--- config.mk ---
export PLATFORM = sky130hd
export DESIGN_NAME = starter_status_msg
export DESIGN_NICKNAME = d
export VERILOG_FILES = /design/src/rtl/starter_msg_pkg.sv /design/src/rtl/link_watchdog.sv /design/src/rtl/starter_status_msg.sv
export SDC_FILE = /design/constraint.sdc
export NUM_CORES = 1
export LEC_CHECK = 0
export BUFFER_PORTS_ARGS = -buffer_cell sky130_fd_sc_hd__buf_2
export CORE_ASPECT_RATIO = 0.75
export CORE_MARGIN = 8
export CORE_UTILIZATION = 40
export DETAILED_ROUTE_END_ITERATION = 10
export PLACE_DENSITY = 0.65
export RECOVER_POWER = 100
export SLEW_MARGIN = 40
export SYNTH_ARGS = -nofsm -noshare
export SYNTH_HDL_FRONTEND = slang
export SYNTH_HIERARCHICAL = 1
export SYNTH_SLANG_ARGS = --single-unit
--- constraint.sdc ---
create_clock -name clk -period 2.2 [get_ports clk]
set_input_delay 0.55 -clock clk [delete_from_list [all_inputs] [get_ports clk]]
set_output_delay 0.55 -clock clk [all_outputs]
set_load 0.1 [all_outputs]
--- src/rtl/starter_msg_pkg.sv ---
// types and constants for the starter status message logic
// assumes one clock domain, synchronous active-high reset
package starter_msg_pkg;

  localparam int unsigned CLK_HZ            = 25_000_000;
  localparam int unsigned LINK_TIMEOUT_MS   = 5000;
  localparam int unsigned LINK_TIMEOUT_CYC  = (CLK_HZ / 1000) * LINK_TIMEOUT_MS;
  localparam int unsigned ERR_W             = 8;
  localparam int unsigned WARN_W            = 8;
  localparam int unsigned PREWARN_W         = 8;
  localparam int unsigned PARAM_NUM_W       = 16;
  localparam logic [15:0] PARAM_NUM_NONE    = 16'h0000;

  typedef enum logic [1:0] {
    MODE_AUTO,
    MODE_MAN_BUS,
    MODE_MAN_LOCAL
  } ctrl_mode_t;

  // output process image as received from the master
  typedef struct packed {
    logic run_cw;
    logic run_ccw;
    logic brake;
    logic trip_reset;
  } out_image_t;

  // result of one parameter check, offered as a one-cycle event
  typedef struct packed {
    logic                   valid;
    logic                   from_master;
    logic                   bad_value;
    logic                   not_in_on;
    logic [PARAM_NUM_W-1:0] obj_num;
  } param_event_t;

  typedef struct packed {
    logic                   ready_auto;
    logic                   group_error;
    logic                   gen_warning;
    logic                   group_prewarning;
    logic                   image_error;
    logic                   bus_fault;
    logic                   master_stopped;
    logic                   reset_done;
    logic                   reset_refused;
    logic                   mode_auto;
    logic                   mode_man_bus;
    logic                   mode_man_local;
    logic                   conn_lost;
    logic                   bad_param_value;
    logic                   change_refused;
    logic [PARAM_NUM_W-1:0] bad_param_num;
    logic                   param_lock;
    logic                   expects_params;
    logic                   stats_cleared;
    logic                   outputs_blocked;
  } status_t;

endpackage

--- src/rtl/link_watchdog.sv ---
// keep-alive watchdog: counts idle cycles while armed
// assumes kick is a one-cycle pulse on clk
`timescale 1ns/1ps
`default_nettype none
module link_watchdog #(
  parameter int unsigned TIMEOUT = starter_msg_pkg::LINK_TIMEOUT_CYC
) (
  input  wire logic clk,
  input  wire logic sys_rst,
  input  wire logic armed,
  input  wire logic kick,
  output logic      expired
);
  localparam int unsigned CW = $clog2(TIMEOUT + 1);

  initial begin
    if (TIMEOUT < 2) $error("link_watchdog: TIMEOUT too small");
  end

  typedef struct packed {
    logic [CW-1:0] cnt;
    logic          expired;
  } wd_state_t;

  wd_state_t st_reg;
  wd_state_t st_next;

  always_comb begin
    st_next = st_reg;
    if (!armed || kick) begin
      st_next.cnt     = '0;
      st_next.expired = 1'b0;
    end else if (st_reg.cnt == CW'(TIMEOUT)) begin
      st_next.expired = 1'b1;
    end else begin
      st_next.cnt = st_reg.cnt + CW'(1);
    end
  end

  always_ff @(posedge clk) begin
    if (sys_rst) begin
      st_reg <= '0;
    end else begin
      st_reg <= st_next;
    end
  end

  assign expired = st_reg.expired;

  property p_wd_clear;
    @(posedge clk) disable iff (sys_rst) (!armed || kick) |=> !expired;
  endproperty
  a_wd_clear: assert property (p_wd_clear) else $error("watchdog not cleared by kick");

endmodule
`default_nettype wire

--- src/rtl/starter_status_msg.sv ---
// status and signaling bits of a bus-connected motor starter
// assumes only man_local_pin passes through a two-flop synchroniser here; event inputs are same-clock pulses
`timescale 1ns/1ps
`default_nettype none
module starter_status_msg #(
  parameter int unsigned TIMEOUT_CYC = starter_msg_pkg::LINK_TIMEOUT_CYC,
  parameter int unsigned ERR_N       = starter_msg_pkg::ERR_W,
  parameter int unsigned WARN_N      = starter_msg_pkg::WARN_W,
  parameter int unsigned PREWARN_N   = starter_msg_pkg::PREWARN_W
) (
  input  wire logic                            clk,
  input  wire logic                            sys_rst,
  input  wire logic [ERR_N-1:0]                err_cond,
  input  wire logic [ERR_N-1:0]                err_cause_active,
  input  wire logic [WARN_N-1:0]               warn_cond,
  input  wire logic [PREWARN_N-1:0]            prewarn_cond,
  input  wire starter_msg_pkg::out_image_t     out_image,
  input  wire logic                            image_valid,
  input  wire logic                            bus_timeout,
  input  wire logic                            master_run,
  input  wire logic                            trip_reset_req,
  input  wire logic                            service_req,
  input  wire logic                            man_bus_req,
  input  wire logic                            man_local_pin,
  input  wire logic                            man_bus_record,
  input  wire logic                            man_local_record,
  input  wire logic                            motor_on,
  input  wire logic                            startup_phase,
  input  wire starter_msg_pkg::param_event_t   param_evt,
  input  wire logic                            lock_on_cmd,
  input  wire logic                            lock_off_cmd,
  input  wire logic                            expect_params_cfg,
  input  wire logic                            stats_erased,
  output starter_msg_pkg::status_t             status,
  output logic                                 err_ack,
  output logic                                 param_accept_ack,
  output logic                                 param_store
);

  // any_set takes 32 bits, so wider vectors would lose their top
  initial begin
    if (ERR_N < 1 || ERR_N > 32 || WARN_N < 1 || WARN_N > 32 || PREWARN_N < 1 || PREWARN_N > 32) begin
      $error("starter_status_msg: widths must be 1 to 32");
    end
  end

  typedef struct packed {
    logic [1:0]                          pin_sync;
    starter_msg_pkg::ctrl_mode_t         mode;
    logic [ERR_N-1:0]                    err_latched;
    logic                                startup_bad;
    logic                                ack;
    logic                                accept;
    logic                                store;
    starter_msg_pkg::status_t            st;
  } state_t;

  state_t st_reg;
  state_t st_next;
  logic   link_armed;
  logic   link_kick;
  logic   link_expired;

  function automatic logic any_set(input logic [31:0] v);
    any_set = (v != 32'h0000_0000);
  endfunction

  // manual modes rely on the operator sending records in time
  // kick from the active link
  assign link_armed = (st_reg.mode != starter_msg_pkg::MODE_AUTO);
  assign link_kick  = (st_reg.mode == starter_msg_pkg::MODE_MAN_BUS) ? man_bus_record : man_local_record;

  link_watchdog #(
    .TIMEOUT (TIMEOUT_CYC)
  ) u_wd (
    .clk     (clk),
    .sys_rst (sys_rst),
    .armed   (link_armed),
    .kick    (link_kick),
    .expired (link_expired)
  );

  always_comb begin
    logic err_pending;
    logic cause_on;
    logic pevt_bad;
    err_pending = 1'b0;
    cause_on    = 1'b0;
    pevt_bad    = 1'b0;
    st_next     = st_reg;
    st_next.pin_sync = {st_reg.pin_sync[0], man_local_pin};
    st_next.ack      = 1'b0;
    st_next.accept   = 1'b0;
    st_next.store    = 1'b0;

    if (service_req || st_reg.pin_sync[1]) begin
      st_next.mode = starter_msg_pkg::MODE_MAN_LOCAL;
    end else if (man_bus_req) begin
      st_next.mode = starter_msg_pkg::MODE_MAN_BUS;
    end else begin
      st_next.mode = starter_msg_pkg::MODE_AUTO;
    end
    st_next.st.mode_auto      = (st_next.mode == starter_msg_pkg::MODE_AUTO);
    st_next.st.mode_man_bus   = (st_next.mode == starter_msg_pkg::MODE_MAN_BUS);
    st_next.st.mode_man_local = (st_next.mode == starter_msg_pkg::MODE_MAN_LOCAL);

    st_next.st.master_stopped = !master_run;
    st_next.st.bus_fault = bus_timeout;
    st_next.st.ready_auto = st_next.st.mode_auto && !bus_timeout && master_run;

    st_next.st.gen_warning      = any_set(32'(warn_cond));
    st_next.st.group_prewarning = any_set(32'(prewarn_cond));

    if (link_expired) begin
      st_next.st.conn_lost = 1'b1;
    end else if (!link_armed) begin
      st_next.st.conn_lost = 1'b0;
    end

    if (lock_on_cmd) begin
      st_next.st.param_lock = 1'b1;
    end else if (lock_off_cmd) begin
      st_next.st.param_lock = 1'b0;
    end
    st_next.st.expects_params = expect_params_cfg;

    err_pending = any_set(32'(st_reg.err_latched)) || st_reg.startup_bad;
    cause_on    = any_set(32'(st_reg.err_latched & err_cause_active)) || startup_phase;

    // trip reset handling
    if (trip_reset_req) begin
      if (err_pending && cause_on) begin
        st_next.st.reset_refused = 1'b1;
        st_next.st.reset_done    = 1'b0;
      end else begin
        if (err_pending) begin
          st_next.err_latched      = '0;
          st_next.startup_bad      = 1'b0;
          st_next.ack              = 1'b1;
          st_next.st.reset_done    = 1'b1;
          st_next.st.reset_refused = 1'b0;
        end else begin
          st_next.st.reset_done    = 1'b0;
          st_next.st.reset_refused = 1'b0;
          st_next.st.image_error   = 1'b0;
          st_next.st.conn_lost     = link_expired;
        end
        st_next.st.bad_param_value = 1'b0;
        st_next.st.change_refused  = 1'b0;
        st_next.st.bad_param_num   = starter_msg_pkg::PARAM_NUM_NONE;
        st_next.st.stats_cleared   = 1'b0;
      end
    end

    // new errors set after the clear so they are never lost
    st_next.err_latched = st_next.err_latched | err_cond;

    // after the trip clear, so a bad image wins
    if (image_valid) begin
      st_next.st.image_error = out_image.run_cw && out_image.run_ccw;
    end

    if (stats_erased) begin
      st_next.st.stats_cleared = 1'b1;
    end

    if (param_evt.valid) begin
      if (param_evt.from_master && st_reg.st.param_lock) begin
        st_next.accept = 1'b1;
      end else begin
        pevt_bad = param_evt.bad_value || (param_evt.not_in_on && motor_on);
        st_next.accept = !pevt_bad;
        st_next.store  = !pevt_bad;
        if (param_evt.bad_value) begin
          st_next.st.bad_param_value = 1'b1;
          if (startup_phase) begin
            st_next.startup_bad = 1'b1;
          end
        end
        if (param_evt.not_in_on && motor_on) begin
          st_next.st.change_refused = 1'b1;
        end
        if (pevt_bad && st_reg.st.bad_param_num == starter_msg_pkg::PARAM_NUM_NONE) begin
          st_next.st.bad_param_num = param_evt.obj_num;
        end
      end
    end

    st_next.st.group_error     = any_set(32'(st_next.err_latched)) || st_next.startup_bad;
    st_next.st.outputs_blocked = st_next.startup_bad;
  end

  always_ff @(posedge clk) begin
    if (sys_rst) begin
      st_reg <= '0;
      st_reg.mode <= starter_msg_pkg::MODE_AUTO;
      st_reg.st.mode_auto <= 1'b1;
    end else begin
      st_reg <= st_next;
    end
  end

  assign status           = st_reg.st;
  assign err_ack          = st_reg.ack;
  assign param_accept_ack = st_reg.accept;
  assign param_store      = st_reg.store;

  property p_cw_ccw;
    @(posedge clk) disable iff (sys_rst) image_valid && out_image.run_cw && out_image.run_ccw
      |=> status.image_error;
  endproperty
  a_cw_ccw: assert property (p_cw_ccw) else $error("forbidden image not flagged");

  property p_one_mode;
    @(posedge clk) disable iff (sys_rst) $onehot({status.mode_auto, status.mode_man_bus, status.mode_man_local});
  endproperty
  a_one_mode: assert property (p_one_mode) else $error("mode bits not one-hot");

  property p_service_top;
    @(posedge clk) disable iff (sys_rst) service_req |=> status.mode_man_local;
  endproperty
  a_service_top: assert property (p_service_top) else $error("service request lost priority");

  property p_err_group;
    @(posedge clk) disable iff (sys_rst) err_cond != '0 |=> status.group_error;
  endproperty
  a_err_group: assert property (p_err_group) else $error("group error missing");

  property p_warn;
    @(posedge clk) disable iff (sys_rst) 1'b1 |=> status.gen_warning == ($past(warn_cond) != '0);
  endproperty
  a_warn: assert property (p_warn) else $error("warning flag mismatch");

  property p_prewarn;
    @(posedge clk) disable iff (sys_rst) 1'b1 |=> status.group_prewarning == ($past(prewarn_cond) != '0);
  endproperty
  a_prewarn: assert property (p_prewarn) else $error("prewarning flag mismatch");

  property p_lock_discard;
    @(posedge clk) disable iff (sys_rst) param_evt.valid && param_evt.from_master && status.param_lock
      |=> param_accept_ack && !param_store;
  endproperty
  a_lock_discard: assert property (p_lock_discard) else $error("locked master params stored");

  property p_refuse;
    @(posedge clk) disable iff (sys_rst) trip_reset_req && status.group_error && startup_phase
      |=> status.reset_refused && !err_ack;
  endproperty
  a_refuse: assert property (p_refuse) else $error("reset accepted while cause present");

  property p_run_change;
    @(posedge clk) disable iff (sys_rst)
      param_evt.valid && param_evt.not_in_on && motor_on && !status.param_lock
      |=> status.change_refused;
  endproperty
  a_run_change: assert property (p_run_change) else $error("run change not refused");

  property p_stats;
    @(posedge clk) disable iff (sys_rst) stats_erased |=> status.stats_cleared;
  endproperty
  a_stats: assert property (p_stats) else $error("stats cleared not set");

  property p_bus;
    @(posedge clk) disable iff (sys_rst) bus_timeout |=> status.bus_fault && !status.ready_auto;
  endproperty
  a_bus: assert property (p_bus) else $error("bus fault not flagged");

  property p_ack_done;
    @(posedge clk) disable iff (sys_rst) err_ack |-> status.reset_done && !status.reset_refused;
  endproperty
  a_ack_done: assert property (p_ack_done) else $error("acknowledge without reset done");

  property p_master_stop;
    @(posedge clk) disable iff (sys_rst) 1'b1 |=> status.master_stopped == !$past(master_run);
  endproperty
  a_master_stop: assert property (p_master_stop) else $error("master stop flag mismatch");

  property p_ready;
    @(posedge clk) disable iff (sys_rst)
      status.ready_auto |-> status.mode_auto && !status.bus_fault && !status.master_stopped;
  endproperty
  a_ready: assert property (p_ready) else $error("ready flag without bus control");

  // later refusals must not overwrite the first number
  property p_first_num;
    @(posedge clk) disable iff (sys_rst)
      status.bad_param_num != starter_msg_pkg::PARAM_NUM_NONE && !trip_reset_req
      |=> $stable(status.bad_param_num);
  endproperty
  a_first_num: assert property (p_first_num) else $error("first refused number overwritten");

  property p_startup_block;
    @(posedge clk) disable iff (sys_rst)
      param_evt.valid && param_evt.bad_value && startup_phase && !(param_evt.from_master && status.param_lock)
      |=> status.outputs_blocked && status.group_error && status.bad_param_value;
  endproperty
  a_startup_block: assert property (p_startup_block) else $error("startup parameter fault not blocking");

  property p_conn_lost;
    @(posedge clk) disable iff (sys_rst) link_expired |=> status.conn_lost;
  endproperty
  a_conn_lost: assert property (p_conn_lost) else $error("lost link not flagged");

  property p_trip_clear;
    @(posedge clk) disable iff (sys_rst)
      trip_reset_req && !status.group_error && !stats_erased && !param_evt.valid
      |=> !status.stats_cleared && !status.change_refused && !status.bad_param_value && !status.reset_done;
  endproperty
  a_trip_clear: assert property (p_trip_clear) else $error("trip reset left signaling bits");

  property p_expects;
    @(posedge clk) disable iff (sys_rst) 1'b1 |=> status.expects_params == $past(expect_params_cfg);
  endproperty
  a_expects: assert property (p_expects) else $error("parameter expectation flag mismatch");

endmodule
`default_nettype wire

==> out/summary.md, run 1 <==
The run finished with clean final reports. The count of unresolved DRC violations after routing came out at 0. The worst setup path is launched from a flip-flop. For the final database, setup skew stands at 6.53 ps. The tools report the internal cell power as 2720 uW.

On the worst path, the slowest cell contributes a delay of 580 ps. The library cell used as clock root buffer was clkbuf_16. The combinational power share is 24.5%.

STA classifies the critical path endpoint as a flip-flop. Static timing analysis puts the maximum clock frequency at 480 MHz. For this run, the detailed router's first-pass iteration total came to 4. Across all layers, the routed design uses 2929 vias. The tools report the number of failing setup endpoints in the final timing report as 0. Headroom to the max-slew limit came out at 53.0%. The clock network is responsible for 37.5% of the overall power. The first global-routing pass estimated 13200 um of wire.

Cell accounting for the most synthesized area: dfxtp_1. The analysis attributes to net switching a power of 1430 uW. TritonCTS built the clock tree. The leakage dissipation came out at 0.00173 uW.

The longest clock path from root to sink contains 2 buffers. The worst path needs 2080 ps of the cycle, external delays included. The fraction of final layout cells with drive strength greater than 1 works out to 31.3%. The initial antenna violation count was 0. The run gives 49.7% as the final design utilization. By area the synthesized netlist is led by dfxtp_1, buf_4, a22o_1, a21oi_1, nand2b_1.

TritonCTS created 9 clock buffers. The synthesis-to-layout area growth works out to 20.9%. TritonCTS sink count: 77. The run gives 0 as the count of final hold-check violations. For this design, the CTS-stage hold fixing added 0 buffers. The worst path uses 94.7% of the clock period.

The number of port buffers is 108, and the cell area after synthesis is 3460 um2. Walking the worst path, the cells encountered are nor2b_1 -> mux2_1 -> or3b_2 -> or4_1 -> nand2_1. The average footprint of a synthesized cell is 9.35 um2, and the area enclosed by the die boundary is 11900 um2.

Net switching is 34.5% of the power. The synthesized design contains 77 register bits. Summed over all failing endpoints, the final setup total negative slack is 0 ps.

In this run, the number of DRC markers left after iteration 0 of detailed routing was 157. The tools report the detailed placer's ending HPWL as 6460 um. Net count reported at finish: 530.

Entering global routing, the biggest net connects 36 pins. Dividing the detail-routed wire length by the instance count gives 14.9 um. Row generation in the floorplan step produced 29 rows. Total power divided by cell area: 992 nW/um2. Among all flip-flop cells after synthesis, the most frequent one is dfxtp_1.

0 antenna diodes ended up in the layout. In this run, placement finished with an instance count of 552. Placeable core region: 8420 um2. For the number of top-level pins, the log shows 111. The worst min-delay path class was in -> reg. The final wirelength is 8480 um, and the critical path required time is 2480 ps. The tools report the count of cell types in the netlist as 53. The number of global-route vias before repair is 2827, and the maximum level of the CTS H-tree is 3. Setup repair after global routing left no endpoint under its margin. Summed over its instances, the top area cell type makes up 44.6% of the synthesized netlist area. VDD sags by at most 0.712 mV.

The synthesized design contains 0 enable-type register cells. The max-slew violation count is 0, and the signal arrival time at the worst endpoint is 2360 ps. For the sequential share of power, the log shows 38.0%. The run gives 44.6% as the part of the Yosys area used for sequential elements. The tool flagged a number of max-cap violations equal to 0. The slowest stage of the critical path belongs to the cell or3b_2.

For this configuration, the core starts out at a cell density of 41.1%. The number of warning messages in the yosys log is 6. The critical path is of the reg -> reg type. The register with the most flip-flops in the layout has 34 of them. After synthesis, the share of flip-flops with an asynchronous set or reset is 0%. For the pin with the worst max-slew slack, the measured transition is 698 ps. The synthesized netlist cell count is 370, and the worst-skew pair later-pin latency is 330 ps. After clock tree synthesis, the setup repair step added 0 buffers. Across every metal layer, demand over resource in global routing totals 13.9%.

The die width was 123 um. After detailed routing, the number of vias per cell comes to 5.16. Hold timing on the final database bottoms out at a slack of 381 ps.

The clock edge transition at the registers on the reported setup and hold paths is 60 ps. Leaving out filler cells and counting taps, the final layout contains 568. In this run the worst path has a maximum fanout of 8. From bottom edge to top edge, the die measures 96.5 um. The number of nets produced by synthesis is 445, and the remaining global-route overflow is 0. Number of nets with antenna violations after routing: 0. The placer congestion estimate is 0.810.

Gates resized during post-CTS repair numbered 0.
## cells in the mapped netlist, types with 4 or more instances
cell,number
nor2_1,18
o211ai_1,4
a22o_1,19
a21oi_1,21
or4_1,9
nand2b_1,13
nand2_1,18
o21ai_0,9
nand4_1,7
xor2_1,5
nor2b_1,5
inv_1,17
nor3_1,7
nor4_1,13
clkbuf_1,7
buf_4,35
xnor2_1,4
o22ai_1,10
nand3_1,13
or3_1,7
dfxtp_1,77
## layout make-up
class	instances	area (um2)
well taps	108	135
flip-flops and latches	77	1540
clock buffers	11	233
inverters	17	63.8
repair buffers	122	628
clock inverters	5	83.8
multi-input cells	228	1500
fillers	801	4240
## worst max-delay path, delay by kind of cell (launching register included)
kind	cells	cell delay [ps]
AND/OR/NAND/NOR	4	1330
flip-flops	1	340
multiplexers	1	360
## final timing paths
check	start	cells past startpoint	to	slack (ps)
worst min-delay path	master_run	2	status[28]	380
worst min register to register	st_next[50]	1	st_reg[50]	440
worst max-delay path	st_reg[47]	5	u_wd/st_reg[25]	120
worst max register to register	st_reg[47]	5	u_wd/st_reg[25]	120
## through the flow
step                total power, uW  instance area (um2)  worst slack (ps)
floorplan                      2530                 3460               157
global placement               2630                 3910              70.1
detailed placement             2640                 3910              52.0
CTS                            4210                 4220               123
global route                   4330                 4180              30.8
finish                         4150                 4180               116
## per-layer routing
layer	GRT usage, %	share of wire (%)	vias up
met5	0	0	-
met4	5.99	1.5	0
met3	5.23	9.3	9
met2	21.2	43	96
met1	17.4	46	1331
li1	-	-	1493
## cells in the final DEF (no fill, tap or decap), types with 5 or more instances in the layout
cell type  netlist  layout
nand4_1          7       8
dfxtp_1         77      77
clkbuf_2         1      40
nor3_1           7       7
clkbuf_16        0       9
nand2_1         18      18
nor2_1          18      18
nor2b_1          5       5
buf_4           35       9
buf_2            3      69
nor4_1          13      13
nand2b_1        13      13
o22ai_1         10      10
or3_1            7       7
o21ai_0          9       9
xor2_1           5       5
a22o_1          19      19
clkbuf_1         7       6
nand3_1         13      13
inv_1           17      17
a21oi_1         21      21
or4_1            9      10
## power by group through the flow
stage               Sequential, uW  Combinational (uW)  Clock, uW
finish                        1580                1020       1550
global route                  1590                1070       1670
CTS                           1570                1040       1600
detailed placement            1600                1030          0
global placement              1600                1030          0
floorplan                     1600                 934          0
## kinds of logic after synthesis
family | synth area share, %
simple gates | 25.3
flops | 44.6
compound gates | 15.1
buf+inv | 11.4
xor+xnor | 2.28
mux | 0.615
fa+ha+maj | 0.723
Power figures use the tool's default switching activity.
==> run 2, diff against run 1 <==
CORE_ASPECT_RATIO = 1.2   (was 0.75)
==> out/summary.md, run 2 (synthesized netlist as in run 1, its figures left out) <==
The flow ran to the end, and the final reports show no timing, DRC or antenna violations. The max-slew violation count was 0. The combinational power share is 28.2%. The clock edge transition at the registers on the reported setup and hold paths was 80 ps; the number of port buffers was 108. Of all nets on the critical path, the largest fanout is 8. The die width is 101 um, and the internal cell power is 2240 uW. At the later pin of the worst-skew pair, clock insertion delay measures 350 ps. The run gives 575 as the number of standard cells in the final layout excluding fillers. The wire-length estimate of the detail-placed layout is 6370 um. The total power divided by cell area was 890 nW/um2. Walking the worst path, the cells encountered are nor2b_1 -> mux2_1 -> or3b_2 -> or4_1 -> nand2_1.

Once the clock tree was built, the resizer swapped 0 gates to a different size. For this block, the routed nets add up to 8340 um of wire. After the last flow step, the layout net total stands at 529. The tools report the placeable core region as 8470 um2. Relative to the synthesized area, the layout overhead comes to 17.3%. Fill cells in the final layout number 836.

The transition at the pin with the smallest max-transition slack was 652 ps. Final instance area: 4060 um2. TritonCTS built the clock tree. The first global-routing pass estimated 14000 um of wire.

The placed standard-cell area is 3910 um2, and the max-slew headroom at the worst pin is 56.2%. In the final layout, flip-flops and latches occupy 1540 um2. The standard-cell row count is 37. The library cell used most frequently in the layout, excluding fill and tap cells, is dfxtp_1. The critical path required time came out at 2500 ps.

Max-cap violations in this run came to 0. The fraction of final layout cells with drive strength greater than 1 was 30.6%. The congestion estimate from routability-driven global placement came to 0.834. The worst supply voltage drop on vdd is 0.619 mV. For the number of global-route vias before repair, the log shows 3041. The worst register-to-register path begins at st_reg[47]. The number of buffers created by CTS was 9; the initial antenna violation count was 0. The tools report the library cell used as clock root buffer as clkbuf_8. During I/O placement, the number of pins put on the boundary was 111.

The die is 118 um tall. The switching power summed over all nets came out at 1370 uW. The clock drives 77 sinks.

For this configuration, the core starts out at a cell density of 40.8%. In this run, the number of DRC markers left after iteration 0 of detailed routing was 166. Net switching is 38.1% of the power. The leakage dissipation is 0.00166 uW, and the number of failing setup endpoints in the final timing report is 0. In this run, post-CTS hold repair placed 0 buffers. The instance count along the most critical hold path was 2.

The worst setup path is launched from a flip-flop. Count of final hold-check violations: 0. The top cell types in the final layout, fill and taps aside, are dfxtp_1, buf_2, clkbuf_2.

Cell at the slowest stage of the critical path: or3b_2. The share of the clock period used by the worst path after layout came out at 94.8%. Sequential cells account for 43.5% of the total power. The maximum clock skew at final layout was 8.07 ps; the maximum clock path buffer count was 2. The worst path needs 2090 ps of the cycle, external delays included. Overall track demand over capacity in global routing: 14.5%. The clock group share of total power was 28.2%; the flip-flop count of the largest register after layout was 34. The delay of the slowest critical-path stage was 570 ps. Counting cells, the worst reg-to-reg path comes to 5.

In the final layout, the multi-input gates occupy 1510 um2. The area enclosed by the die boundary is 11900 um2. For the maximum operating frequency, the log shows 479 MHz. STA classifies the critical path endpoint as a flip-flop. In this run the remaining antenna-violating nets after routing total 0. The run gives 4 as the first-pass iteration count of the detailed router. Post-CTS timing repair inserted 0 buffers for setup. The startpoint identified for the worst hold timing path is master_run. The worst hold path terminates at status[28]. Setup repair after global routing left no endpoint under its margin. By startpoint and endpoint, the worst setup path is classified as reg -> reg. The number of placed instances, taps included, is 559. The worst hold path belongs to the class in -> reg. For this run the aggregate overflow at the end of global routing stands at 0.

Measured on the finished design, the core utilization comes to 47.9%. Across all layers, the routed design uses 2943 vias. For the worst setup path, the data arrival time is 2380 ps. The mean number of vias per cell works out to 5.12. In this run the critical register-to-register path is captured at u_wd/st_reg[25].

The H-tree generated during clock tree synthesis spans 3 levels. Post-detailed-route wirelength per cell: 14.5 um. The slack of the worst reg-to-reg path came out at 110 ps. The logs give 20 for the pin count of the biggest net entering global routing and 0 for the count of unresolved DRC violations after routing. The number of antenna diodes in the final layout is 0.

Power comes to 3610 uW.
[run 2: how the worst max path moves through the flow]
stage | startpoint | end | cells after the start
2_1_floorplan | man_bus_record | u_wd/st_reg[19] | 5
3_3_place_gp | trip_reset_req | status[16] | 5
3_5_place_dp | man_bus_record | u_wd/st_reg[25] | 5
4_1_cts | st_reg[47] | u_wd/st_reg[25] | 5
5_1_grt | st_reg[47] | u_wd/st_reg[21] | 5
6_report | st_reg[47] | u_wd/st_reg[25] | 5
[run 2: through the flow]
step           hold slack (ps)  worst slack [ps]  setup TNS (ps)
6_report                   376               114               0
5_1_grt                    351              20.8               0
4_1_cts                    354               118               0
3_5_place_dp               444              39.5               0
3_3_place_gp               420             -46.2            -720
2_1_floorplan              414               157               0
[run 2: routing by layer]
metal  track usage [%]  routed length [um]  vias to the layer above
met5                 0                   0                        -
met4              7.39                 211                        0
met3              4.97                 477                       15
met2              23.7                4240                       77
met1              16.0                3410                     1365
li1                  -                   -                     1486
[run 2: final cells by class]
type | count | area share (%)
timing repair buffer | 121 | 15.2
inverter | 17 | 1.57
multi-input combinational | 228 | 37.1
tap | 117 | 3.61
clock buffer | 11 | 3.24
clock inverter | 4 | 1.23
sequential | 77 | 38.0
[run 2: critical path: cells and delay by family, from the launching register on]
family	cells	cell delay, ps
flip-flops	1	340
AND/OR/NAND/NOR	4	1340
multiplexers	1	360
[run 2: power by group through the flow]
stage               combinational [uW]  sequential (uW)  clock [uW]
global route                      1070             1590        1110
CTS                               1040             1570        1040
finish                            1020             1570        1020
global placement                  1030             1600           0
floorplan                          934             1600           0
detailed placement                1040             1600           0
